### config.mk
export PLATFORM = sky130hd
export DESIGN_NAME = opdec_top
export DESIGN_NICKNAME = d
export VERILOG_FILES = /design/src/logic/opdec_pkg.sv /design/src/logic/opdec_table.sv /design/src/logic/mcycle_timer.sv /design/src/logic/opdec_top.sv
export VERILOG_INCLUDE_DIRS = /design/src /design/src/logic
export SDC_FILE = /design/constraint.sdc
export NUM_CORES = 1
export LEC_CHECK = 0
export ABC_CLOCK_PERIOD_IN_PS = 1900
export BUFFER_PORTS_ARGS = -buffer_cell sky130_fd_sc_hd__buf_4
export CORE_MARGIN = 3
export CORE_UTILIZATION = 45
export CTS_CLUSTER_DIAMETER = 200
export CTS_CLUSTER_SIZE = 20
export DETAILED_ROUTE_END_ITERATION = 12
export PLACE_DENSITY = 0.74
export SLEW_MARGIN = 10
export SYNTH_ARGS = -nofsm -noshare
export SYNTH_HDL_FRONTEND = slang
export SYNTH_SLANG_ARGS = --single-unit
### constraint.sdc
create_clock -name clk_i -period 1.9 [get_ports clk_i]
set_input_delay 0.19 -clock clk_i [delete_from_list [all_inputs] [get_ports clk_i]]
set_output_delay 0.19 -clock clk_i [all_outputs]
set_load 0.01 [all_outputs]
### src/logic/opdec_defines.svh
// Purpose: constants for the logic and transfer opcode decoder
// Assumes: opcodes are eight bits, low nibble 8..F names a working register
// Notes:   timing figures are oscillator periods per one or per two machine cycles
`ifndef OPDEC_DEFINES_SVH
`define OPDEC_DEFINES_SVH

// ************************************************************
// opcode encodings (full bytes)
// ************************************************************
`define OP_AND_A_DIR    8'h55
`define OP_AND_A_IMM    8'h54
`define OP_AND_DIR_A    8'h52
`define OP_AND_DIR_IMM  8'h53
`define OP_OR_A_DIR     8'h45
`define OP_OR_A_IMM     8'h44
`define OP_OR_DIR_A     8'h42
`define OP_OR_DIR_IMM   8'h43
`define OP_XOR_A_DIR    8'h65
`define OP_XOR_A_IMM    8'h64
`define OP_XOR_DIR_A    8'h62
`define OP_XOR_DIR_IMM  8'h63
`define OP_CLR_A        8'hE4
`define OP_CPL_A        8'hF4
`define OP_SWAP_A       8'hC4
`define OP_RL_A         8'h23
`define OP_RLC_A        8'h33
`define OP_RR_A         8'h03
`define OP_RRC_A        8'h13
`define OP_LD_A_DIR     8'hE5
`define OP_LD_A_IMM     8'h74
`define OP_ST_DIR_A     8'hF5
`define OP_CP_DIR_DIR   8'h85
`define OP_ST_DIR_IMM   8'h75
`define OP_LD_DATA_POINTER      8'h90
`define OP_CODE_DATA_POINTER    8'h93
`define OP_CODE_PC      8'h83
`define OP_XRD_DATA_POINTER     8'hE0
`define OP_XWR_DATA_POINTER     8'hF0
`define OP_PUSH         8'hC0
`define OP_POP          8'hD0
`define OP_XCH_DIR      8'hC5
// direct address at which the accumulator itself answers
`define ACC_DIR_ADDR    8'hE0

// ************************************************************
// opcode families by upper nibble
// ************************************************************
`define HI_AND   4'h5
`define HI_OR    4'h4
`define HI_XOR   4'h6
`define HI_LDA   4'hE
`define HI_STR   4'hF
`define HI_LDRD  4'hA
`define HI_LDRI  4'h7
`define HI_STD   4'h8
`define HI_XCH   4'hC
`define HI_LOW_DIGIT_EXCHANGE_OP  4'hD
`define HI_XRD   4'hE
`define HI_XWR   4'hF
// indirect pair low nibbles (bit 0 picks register 0 or 1)
`define LO_IND   3'h3
`define LO_XIND  3'h1

// ************************************************************
// timing and instruction length
// ************************************************************
`define OSC_PER_MCYCLE  12
`define TWO_MC_PERIODS  24
`define MAX_BYTES       2'h3

`endif

### src/logic/opdec_pkg.sv
// Purpose: types shared by the opcode decoder files
// Assumes: nothing beyond the defines header
// Notes:   holds types only
`default_nettype none
package opdec_pkg;

  // ************************************************************
  // operation classes
  // ************************************************************
  typedef enum logic [4:0] {
    OPC_ILLEGAL, OPC_AND, OPC_OR, OPC_XOR, OPC_CLR, OPC_CPL,
    OPC_SWAP, OPC_RL, OPC_RLC, OPC_RR, OPC_RRC, OPC_MOVE,
    OPC_LD_DATA_POINTER, OPC_CODE_DATA_POINTER, OPC_CODE_PC, OPC_XRD, OPC_XWR,
    OPC_PUSH, OPC_POP, OPC_XCH, OPC_LOW_DIGIT_EXCHANGE_OP
  } op_class_t;

  // operand sources and destinations
  typedef enum logic [2:0] {
    LOC_NONE, LOC_ACC, LOC_REG, LOC_DIR, LOC_IND, LOC_IMM, LOC_DATA_POINTER
  } loc_t;

  // one decoded instruction
  typedef struct packed {
    logic       legal;
    op_class_t  op;
    loc_t       dst;
    loc_t       src;
    logic [2:0] reg_sel;
    logic [1:0] bytes;
    logic [1:0] cycles;
  } dec_t;

  // assembled instruction leaving the sequencer
  typedef struct packed {
    dec_t        dec;
    logic [7:0]  operand1;
    logic [7:0]  operand2;
  } instr_t;

endpackage
`default_nettype wire

### src/logic/opdec_table.sv
// Purpose: combinational opcode table for logic and transfer opcodes
// Assumes: opcode byte stable while read
// Notes:   opcodes outside this group decode as not legal
`timescale 1ns/10ps
`default_nettype none
`include "opdec_defines.svh"

module opdec_table
  import opdec_pkg::*;
(
  input  wire logic [7:0] opcode_i,
  output dec_t            dec_o
);

  logic [3:0] hi;
  logic [3:0] lo;
  logic       is_reg;
  logic       is_ind;
  assign hi     = opcode_i[7:4];
  assign lo     = opcode_i[3:0];
  assign is_reg = lo[3];
  assign is_ind = (lo[3:1] == `LO_IND);

  // ************************************************************
  // decode
  // ************************************************************
  // each case fills one entry; defaults give an illegal one-byte slot
  always_comb
  begin
    dec_o         = '0;
    dec_o.op      = OPC_ILLEGAL;
    dec_o.dst     = LOC_NONE;
    dec_o.src     = LOC_NONE;
    dec_o.bytes   = 2'h1;
    dec_o.cycles  = 2'h1;
    // register number, or R0/R1 for indirect pairs
    dec_o.reg_sel = is_reg ? lo[2:0] : {2'h0, lo[0]};
    if (is_reg || is_ind)
    begin
      dec_o.legal = 1'b1;
      dec_o.src   = is_reg ? LOC_REG : LOC_IND;
      dec_o.dst   = LOC_ACC;
      unique case (hi)
        `HI_AND: dec_o.op = OPC_AND;
        `HI_OR:  dec_o.op = OPC_OR;
        `HI_XOR: dec_o.op = OPC_XOR;
        `HI_LDA: dec_o.op = OPC_MOVE;
        `HI_STR:
        begin
          dec_o.op  = OPC_MOVE;
          dec_o.src = LOC_ACC;
          dec_o.dst = is_reg ? LOC_REG : LOC_IND;
        end
        `HI_LDRD:
        begin
          dec_o.op     = OPC_MOVE;
          dec_o.src    = LOC_DIR;
          dec_o.dst    = is_reg ? LOC_REG : LOC_IND;
          dec_o.bytes  = 2'h2;
          dec_o.cycles = 2'h2;
        end
        `HI_LDRI:
        begin
          dec_o.op    = OPC_MOVE;
          dec_o.src   = LOC_IMM;
          dec_o.dst   = is_reg ? LOC_REG : LOC_IND;
          dec_o.bytes = 2'h2;
        end
        `HI_STD:
        begin
          dec_o.op     = OPC_MOVE;
          dec_o.dst    = LOC_DIR;
          dec_o.bytes  = 2'h2;
          dec_o.cycles = 2'h2;
        end
        `HI_XCH: dec_o.op = OPC_XCH;
        `HI_LOW_DIGIT_EXCHANGE_OP:
        begin
          dec_o.op    = OPC_LOW_DIGIT_EXCHANGE_OP;
          dec_o.legal = is_ind;
        end
        default: dec_o.legal = 1'b0;
      endcase
    end
    else if (lo[3:1] == `LO_XIND && (hi == `HI_XRD || hi == `HI_XWR))
    begin
      // eight-bit indirect external moves
      dec_o.legal   = 1'b1;
      dec_o.cycles  = 2'h2;
      dec_o.op      = (hi == `HI_XRD) ? OPC_XRD : OPC_XWR;
      dec_o.src     = (hi == `HI_XRD) ? LOC_IND : LOC_ACC;
      dec_o.dst     = (hi == `HI_XRD) ? LOC_ACC : LOC_IND;
    end
    else
    begin
      dec_o.legal = 1'b1;
      unique case (opcode_i)
        `OP_AND_A_DIR, `OP_OR_A_DIR, `OP_XOR_A_DIR, `OP_LD_A_DIR,
        `OP_XCH_DIR:
        begin
          dec_o.dst   = LOC_ACC;
          dec_o.src   = LOC_DIR;
          dec_o.bytes = 2'h2;
        end
        `OP_AND_A_IMM, `OP_OR_A_IMM, `OP_XOR_A_IMM, `OP_LD_A_IMM:
        begin
          dec_o.dst   = LOC_ACC;
          dec_o.src   = LOC_IMM;
          dec_o.bytes = 2'h2;
        end
        `OP_AND_DIR_A, `OP_OR_DIR_A, `OP_XOR_DIR_A, `OP_ST_DIR_A:
        begin
          dec_o.dst   = LOC_DIR;
          dec_o.src   = LOC_ACC;
          dec_o.bytes = 2'h2;
        end
        `OP_AND_DIR_IMM, `OP_OR_DIR_IMM, `OP_XOR_DIR_IMM, `OP_ST_DIR_IMM,
        `OP_CP_DIR_DIR:
        begin
          dec_o.dst    = LOC_DIR;
          dec_o.src    = (opcode_i == `OP_CP_DIR_DIR) ? LOC_DIR : LOC_IMM;
          dec_o.bytes  = `MAX_BYTES;
          dec_o.cycles = 2'h2;
        end
        `OP_LD_DATA_POINTER:
        begin
          dec_o.dst    = LOC_DATA_POINTER;
          dec_o.src    = LOC_IMM;
          dec_o.bytes  = `MAX_BYTES;
          dec_o.cycles = 2'h2;
        end
        `OP_CODE_DATA_POINTER, `OP_CODE_PC, `OP_XRD_DATA_POINTER, `OP_XWR_DATA_POINTER:
        begin
          dec_o.cycles = 2'h2;
          dec_o.dst    = (opcode_i == `OP_XWR_DATA_POINTER) ? LOC_DATA_POINTER : LOC_ACC;
          dec_o.src    = (opcode_i == `OP_XWR_DATA_POINTER) ? LOC_ACC : LOC_DATA_POINTER;
        end
        `OP_PUSH, `OP_POP:
        begin
          dec_o.src    = LOC_DIR;
          dec_o.bytes  = 2'h2;
          dec_o.cycles = 2'h2;
        end
        `OP_CLR_A, `OP_CPL_A, `OP_SWAP_A, `OP_RL_A, `OP_RLC_A, `OP_RR_A,
        `OP_RRC_A:
          dec_o.dst = LOC_ACC;
        default: dec_o.legal = 1'b0;
      endcase
      // class for the accumulator, direct, immediate and pointer forms
      unique case (opcode_i)
        `OP_AND_A_DIR, `OP_AND_A_IMM, `OP_AND_DIR_A, `OP_AND_DIR_IMM:
          dec_o.op = OPC_AND;
        `OP_OR_A_DIR, `OP_OR_A_IMM, `OP_OR_DIR_A, `OP_OR_DIR_IMM:
          dec_o.op = OPC_OR;
        `OP_XOR_A_DIR, `OP_XOR_A_IMM, `OP_XOR_DIR_A, `OP_XOR_DIR_IMM:
          dec_o.op = OPC_XOR;
        `OP_LD_A_DIR, `OP_LD_A_IMM, `OP_ST_DIR_A, `OP_ST_DIR_IMM,
        `OP_CP_DIR_DIR: dec_o.op = OPC_MOVE;
        `OP_XCH_DIR:   dec_o.op = OPC_XCH;
        `OP_LD_DATA_POINTER:   dec_o.op = OPC_LD_DATA_POINTER;
        `OP_CODE_DATA_POINTER: dec_o.op = OPC_CODE_DATA_POINTER;
        `OP_CODE_PC:   dec_o.op = OPC_CODE_PC;
        `OP_XRD_DATA_POINTER:  dec_o.op = OPC_XRD;
        `OP_XWR_DATA_POINTER:  dec_o.op = OPC_XWR;
        `OP_PUSH:      dec_o.op = OPC_PUSH;
        `OP_POP:       dec_o.op = OPC_POP;
        `OP_CLR_A:     dec_o.op = OPC_CLR;
        `OP_CPL_A:     dec_o.op = OPC_CPL;
        `OP_SWAP_A:    dec_o.op = OPC_SWAP;
        `OP_RL_A:      dec_o.op = OPC_RL;
        `OP_RLC_A:     dec_o.op = OPC_RLC;
        `OP_RR_A:      dec_o.op = OPC_RR;
        `OP_RRC_A:     dec_o.op = OPC_RRC;
        default:       dec_o.op = OPC_ILLEGAL;
      endcase
    end
  end

endmodule
`default_nettype wire

### src/logic/mcycle_timer.sv
// Purpose: machine cycle enable from the core clock
// Assumes: one oscillator period per core clock
// Notes:   pulse is one clock wide, once per machine cycle
`timescale 1ns/10ps
`default_nettype none
`include "opdec_defines.svh"

module mcycle_timer #(
  parameter int OSC_PER_MC = `OSC_PER_MCYCLE
) (
  input  wire logic clk_i,
  input  wire logic reset_n_i,
  output logic      mc_tick_o
);

  // refused at elaboration: the divider counts in eight bits
  if (OSC_PER_MC < 2 || OSC_PER_MC > 255)
  begin : g_bad_period
    $error("mcycle_timer: period count out of range");
  end

  localparam logic [7:0] LAST = 8'(OSC_PER_MC - 1);

  logic [7:0] count;

  // ************************************************************
  // divider
  // ************************************************************
  // wraps every OSC_PER_MC clocks, twelve by default, so two machine cycles span 24 periods
  always_ff @(posedge clk_i or negedge reset_n_i)
  begin
    if (!reset_n_i)
      count <= 8'h00;
    else if (count == LAST)
      count <= 8'h00;
    else
      count <= count + 8'h01;
  end

  assign mc_tick_o = (count == LAST);

endmodule
`default_nettype wire

### src/logic/opdec_top.sv
// Purpose: fetch sequencer and decoder for logic and transfer opcodes
// Assumes: program memory marks each offered byte with code_valid_i; wait states allowed
// Notes:   arithmetic, boolean and branch opcodes flag as not legal
`timescale 1ns/10ps
`default_nettype none
`include "opdec_defines.svh"

module opdec_top
  import opdec_pkg::*;
#(
  parameter int OSC_PER_MC = `OSC_PER_MCYCLE
) (
  input  wire logic       clk_i,
  input  wire logic       reset_n_i,
  input  wire logic [7:0] code_byte_i,
  input  wire logic       code_valid_i,
  input  wire logic [1:0] bank_sel_i,
  input  wire logic       exec_ready_i,
  output logic            fetch_req_o,
  output logic            mc_tick_o,
  output logic            instr_valid_o,
  output instr_t          instr_o,
  output logic [7:0]      opcode_o,
  output logic [4:0]      ind_reg_addr_o,
  output logic            acc_self_load_o
);

  // ************************************************************
  // sequencer states
  // ************************************************************
  typedef enum logic [2:0] {
    S_OPCODE = 3'b000,
    S_OPER1  = 3'b001,
    S_OPER2  = 3'b011,
    S_EXEC   = 3'b010,
    S_HOLD   = 3'b110
  } seq_t;

  localparam logic [7:0] ACC_DIRECT = `ACC_DIR_ADDR;

  seq_t       state;
  seq_t       next_state;
  dec_t       dec_now;
  dec_t       dec_held;
  logic [7:0] opcode;
  logic [7:0] op1;
  logic [7:0] op2;
  logic [1:0] cyc_left;
  logic       take;
  logic       tick;

  assign take = code_valid_i && fetch_req_o;

  // ************************************************************
  // submodules
  // ************************************************************
  // table decodes the live byte in every state; its result is used only in the opcode slot
  opdec_table u_table (
    .opcode_i (code_byte_i),
    .dec_o    (dec_now)
  );

  mcycle_timer #(
    .OSC_PER_MC (OSC_PER_MC)
  ) u_timer (
    .clk_i     (clk_i),
    .reset_n_i (reset_n_i),
    .mc_tick_o (tick)
  );

  assign mc_tick_o = tick;

  // ************************************************************
  // fetch request
  // ************************************************************
  // bytes are asked for only while collecting an instruction
  always_comb
  begin
    fetch_req_o = (state == S_OPCODE) || (state == S_OPER1) ||
                  (state == S_OPER2);
  end

  // ************************************************************
  // next state
  // ************************************************************
  always_comb
  begin
    next_state = state;
    unique case (state)
      S_OPCODE:
        if (take)
          next_state = (dec_now.bytes == 2'h1) ? S_EXEC : S_OPER1;
      S_OPER1:
        if (take)
          next_state = (dec_held.bytes == `MAX_BYTES) ? S_OPER2 : S_EXEC;
      S_OPER2:
        if (take)
          next_state = S_EXEC;
      S_EXEC:
        // wait out the machine cycles of the instruction
        if (tick && cyc_left == 2'h1)
          next_state = S_HOLD;
      S_HOLD:
        if (exec_ready_i)
          next_state = S_OPCODE;
      default:
        next_state = S_OPCODE;
    endcase
  end

  always_ff @(posedge clk_i or negedge reset_n_i)
  begin
    if (!reset_n_i)
      state <= S_OPCODE;
    else
      state <= next_state;
  end

  // ************************************************************
  // instruction capture
  // ************************************************************
  // decode is latched with the opcode so later bytes cannot alter it
  always_ff @(posedge clk_i or negedge reset_n_i)
  begin
    if (!reset_n_i)
    begin
      opcode   <= 8'h00;
      dec_held <= '0;
    end
    else if (state == S_OPCODE && take)
    begin
      opcode   <= code_byte_i;
      dec_held <= dec_now;
    end
  end

  always_ff @(posedge clk_i or negedge reset_n_i)
  begin
    if (!reset_n_i)
    begin
      op1 <= 8'h00;
      op2 <= 8'h00;
    end
    else if (state == S_OPCODE && take)
    begin
      op1 <= 8'h00;
      op2 <= 8'h00;
    end
    else if (state == S_OPER1 && take)
      op1 <= code_byte_i;
    else if (state == S_OPER2 && take)
      op2 <= code_byte_i;
  end

  // ************************************************************
  // machine cycle count
  // ************************************************************
  // counts ticks after the last byte; one or two per table entry
  always_ff @(posedge clk_i or negedge reset_n_i)
  begin
    if (!reset_n_i)
      cyc_left <= 2'h0;
    else if (state == S_OPCODE && take)
      cyc_left <= dec_now.cycles;
    else if (state == S_EXEC && tick && cyc_left != 2'h0)
      cyc_left <= cyc_left - 2'h1;
  end

  // ************************************************************
  // outputs
  // ************************************************************
  // handshake: valid stands until the executor accepts
  assign instr_valid_o = (state == S_HOLD);

  always_ff @(posedge clk_i or negedge reset_n_i)
  begin
    if (!reset_n_i)
    begin
      instr_o  <= '0;
      opcode_o <= 8'h00;
    end
    else if (next_state == S_HOLD && state == S_EXEC)
    begin
      instr_o.dec      <= dec_held;
      instr_o.operand1 <= op1;
      instr_o.operand2 <= op2;
      opcode_o         <= opcode;
    end
  end

  // indirect pointer lives at bank*8 + 0 or 1
  always_ff @(posedge clk_i or negedge reset_n_i)
  begin
    if (!reset_n_i)
      ind_reg_addr_o <= 5'h00;
    else if (next_state == S_HOLD && state == S_EXEC)
      ind_reg_addr_o <= {bank_sel_i, dec_held.reg_sel};
  end

  // flags the forbidden self load; it still goes out legal, so the core must guard it
  always_ff @(posedge clk_i or negedge reset_n_i)
  begin
    if (!reset_n_i)
      acc_self_load_o <= 1'b0;
    else if (next_state == S_HOLD && state == S_EXEC)
      acc_self_load_o <= (opcode == `OP_LD_A_DIR) &&
                         (op1 == ACC_DIRECT);
  end

endmodule
`default_nettype wire

==> run metrics <==
met2 usage=32.5%; drt first pass iters=7; n_diodes=0; Distinct cells, synth=72; largest net degree at the start of global routing=48; DP Cell Count=719; Seq/Total Area, Yosys=48.8%; area of the multi-input gates=2350 um2; final-stage net count=611; drt total wl=13200 um; Final period util=94.8%; drc violations=0; cell internal pwr=5.22 mW; GPL Wtd Cong=0.968; CTS clk-pin slew, worst paths=70 ps; Setup crit start kind=register; Finished Cell Area=6400 um2; Post-DP HPWL=9150 um; clock power share=26.4%; Sequential cell area=2500 um2; Pins Over Slew Limit=0; Crit-path slowest cell=dfrtp_1; CTS H-Tree Depth=3; top_reg_cell synth=dfrtp_1; combinational power share=28.4%; Fmax achieved=555 MHz; worst-path cell chain=nor4b_2 > and3_2 > nand4_4 > clkbuf_16 > mux2_1; Ports=66; initial core utilization=46.7%; Reg power frac=45.2%; Post-DP Area=5990 um2; GRT overflow=0; Final Hold Fails=0; final worst setup slack=99.5 ps; sw power=2.21 mW; die area=12700 um2; PwrDens=1160 nW/um2; Synth Cell Area=5130 um2; TritonCTS Buffers=9; Synth Register Bits=100; CP arrival=2020 ps; clock period minus worst slack=1800 ps; I/O Buffers=65; # rows=38; CTS tree=yes; routed vias=4213; met3 usage=2.89%; most frequent cells in the layout=buf_4, dfrtp_1, nand2_1, nor2_1, o21ai_0; WP data required=2120 ps; most common cell after layout, fill and taps aside=buf_4; Max Clock Skew=11.3 ps; Worst Hold Path EP=state[2]; post-DR vias/cell=5.70; hold_ws=64.4 ps; All-Layer GR Usage=20.0%; Synth Warn #=0; Worst Max-Slew Pin Slew=467 ps; Root Driver=clkbuf_16; Hold Crit Class=in -> reg; Final Setup Violations=0; status=completed; GRT busiest layer=met2; Post-Syn Area per Cell=10.2 um2; Area growth syn-to-layout=24.8%; antenna violations before repair=0; RSZ-0062 raised after global routing=false; setup bufs post-CTS=0; Sw Ratio=29.7%; core area=11000 um2; share of layout cells above drive strength 1=31.1%; worst r2r src=u_timer.count[4]; Post-synth EDFFs=0; Worst setup startpoint=u_timer.count[4]; number of global-route vias before repair=4068; R2R cell count=5; Syn Nets=520; Clock Sinks=100; r2r endpoint=instr_o[4]; later-pin clock latency in the skew report=350 ps; Slew HR=68.6%; CP max FO=12; DRT antenna net count=0; non-filler cells, final=739; drt wl/cell=17.8 um; critical path endpoint category=register; Post-synth ARST share=100%; Design Power=7.42 mW; HP Start=exec_ready_i; final core occ=58.3%; Gate Count Post-Synth=503; dpl ws=28.7 ps; Fillers=944; Setup CP Type=reg -> reg; initial drt markers=414; peak supply drop=0.000889 V; Max Cap Viol=0; post-route setup TNS=0 ps; first-pass GRT wire length=20700 um; met1 Resource Use GR=27.6%; reg2reg setup slack=100 ps; leakage power total=3.00 nW; hold depth=2; Chip Height=113 um; Max Root-Sink Buffers=2; chip width=113 um; biggest cell delay along the critical path=430 ps
-- registers in the layout, indices dropped and copies added, names as in the netlist --
name and count:
acc_self_load_o 1, opcode_o 7, op2 8, cyc_left 2
dec_held 19, op1 8, instr_o 34, ind_reg_addr_o 3
state 3, opcode 7, u_timer.count 8
-- cells in the mapped netlist (all sizes together) (3+ instances only) --
library cell / number / area [um2]
or2: 3 / 18.8
inv: 8 / 30.0
o31ai: 4 / 30.0
nand2: 70 / 263
nor3b: 3 / 22.5
nor2: 39 / 149
clkbuf: 11 / 41.3
o32ai: 3 / 26.3
o211ai: 4 / 30.0
ha: 3 / 37.5
nand4b: 3 / 26.3
xnor2: 6 / 52.6
nand2b: 8 / 50.1
o21ai: 35 / 175
a31oi: 7 / 50.1
nand3: 15 / 75.1
a22o: 9 / 78.8
mux2: 45 / 544
a21o: 5 / 37.5
a21oi: 23 / 119
and3: 4 / 25.0
nor4b: 4 / 41.3
nor4: 4 / 46.3
nor2b: 5 / 31.3
buf: 34 / 216
o22ai: 3 / 18.8
dfrtp: 100 / 2500
nor3: 8 / 40.0
-- worst max-delay path: cells and delay by family, from the launching register on --
family / cells / cell delay [ps]
DFF: 1 / 430
and+or+nand+nor: 3 / 690
muxes: 1 / 310
buffers and inverters: 1 / 240
-- cells by family (layout without fill, tap and decap cells) --
family	Yosys count	in the layout	share of synthesized area (%)
simple gates	177	177	17.5
compound gates	117	117	15.4
flops	100	100	48.8
buf+inv	53	149	5.61
mux	45	45	10.6
xor+xnor	8	8	1.37
fa+ha+maj	3	3	0.732
-- routing by layer --
metal | part of all wire, % | up-vias
met2 | 48 | 153
met3 | 6.5 | 16
li1 | - | 1970
met1 | 44 | 2074
met4 | 1.5 | 0
met5 | 0 | -
-- power groups by stage --
stage               combinational, mW  clock (mW)  sequential, mW
finish                           2.11        1.96            3.36
global route                     2.30        2.06            3.45
CTS                              2.13        1.98            3.36
detailed placement               2.11           0            3.40
global placement                 2.07           0            3.36
floorplan                        1.05           0            3.41
-- worst max path at each step --
stage | end | cells past startpoint
6_report | instr_o[4] | 5
5_1_grt | instr_o[4] | 5
4_1_cts | acc_self_load_o | 5
3_5_place_dp | state[1] | 8
3_3_place_gp | state[1] | 8
2_1_floorplan | ind_reg_addr_o[3] | 7
-- cell type report --
| type | instances | share of cell area [%] |
|---|---|---|
| timing repair buffer | 125 | 15.9 |
| clock inverter | 7 | 1.52 |
| inverter | 8 | 0.469 |
| clock buffer | 9 | 3.52 |
| multi-input combinational | 350 | 36.8 |
| tap | 140 | 2.74 |
| sequential | 100 | 39.1 |
-- repair_timing --
action,4_1_cts,5_1_grt
endpoints found under the hold margin,100,0
resized for setup,0,3
hold buffers,1,0
setup endpoints to repair,0,21
No activity file was read; power rests on OpenSTA's default activity.
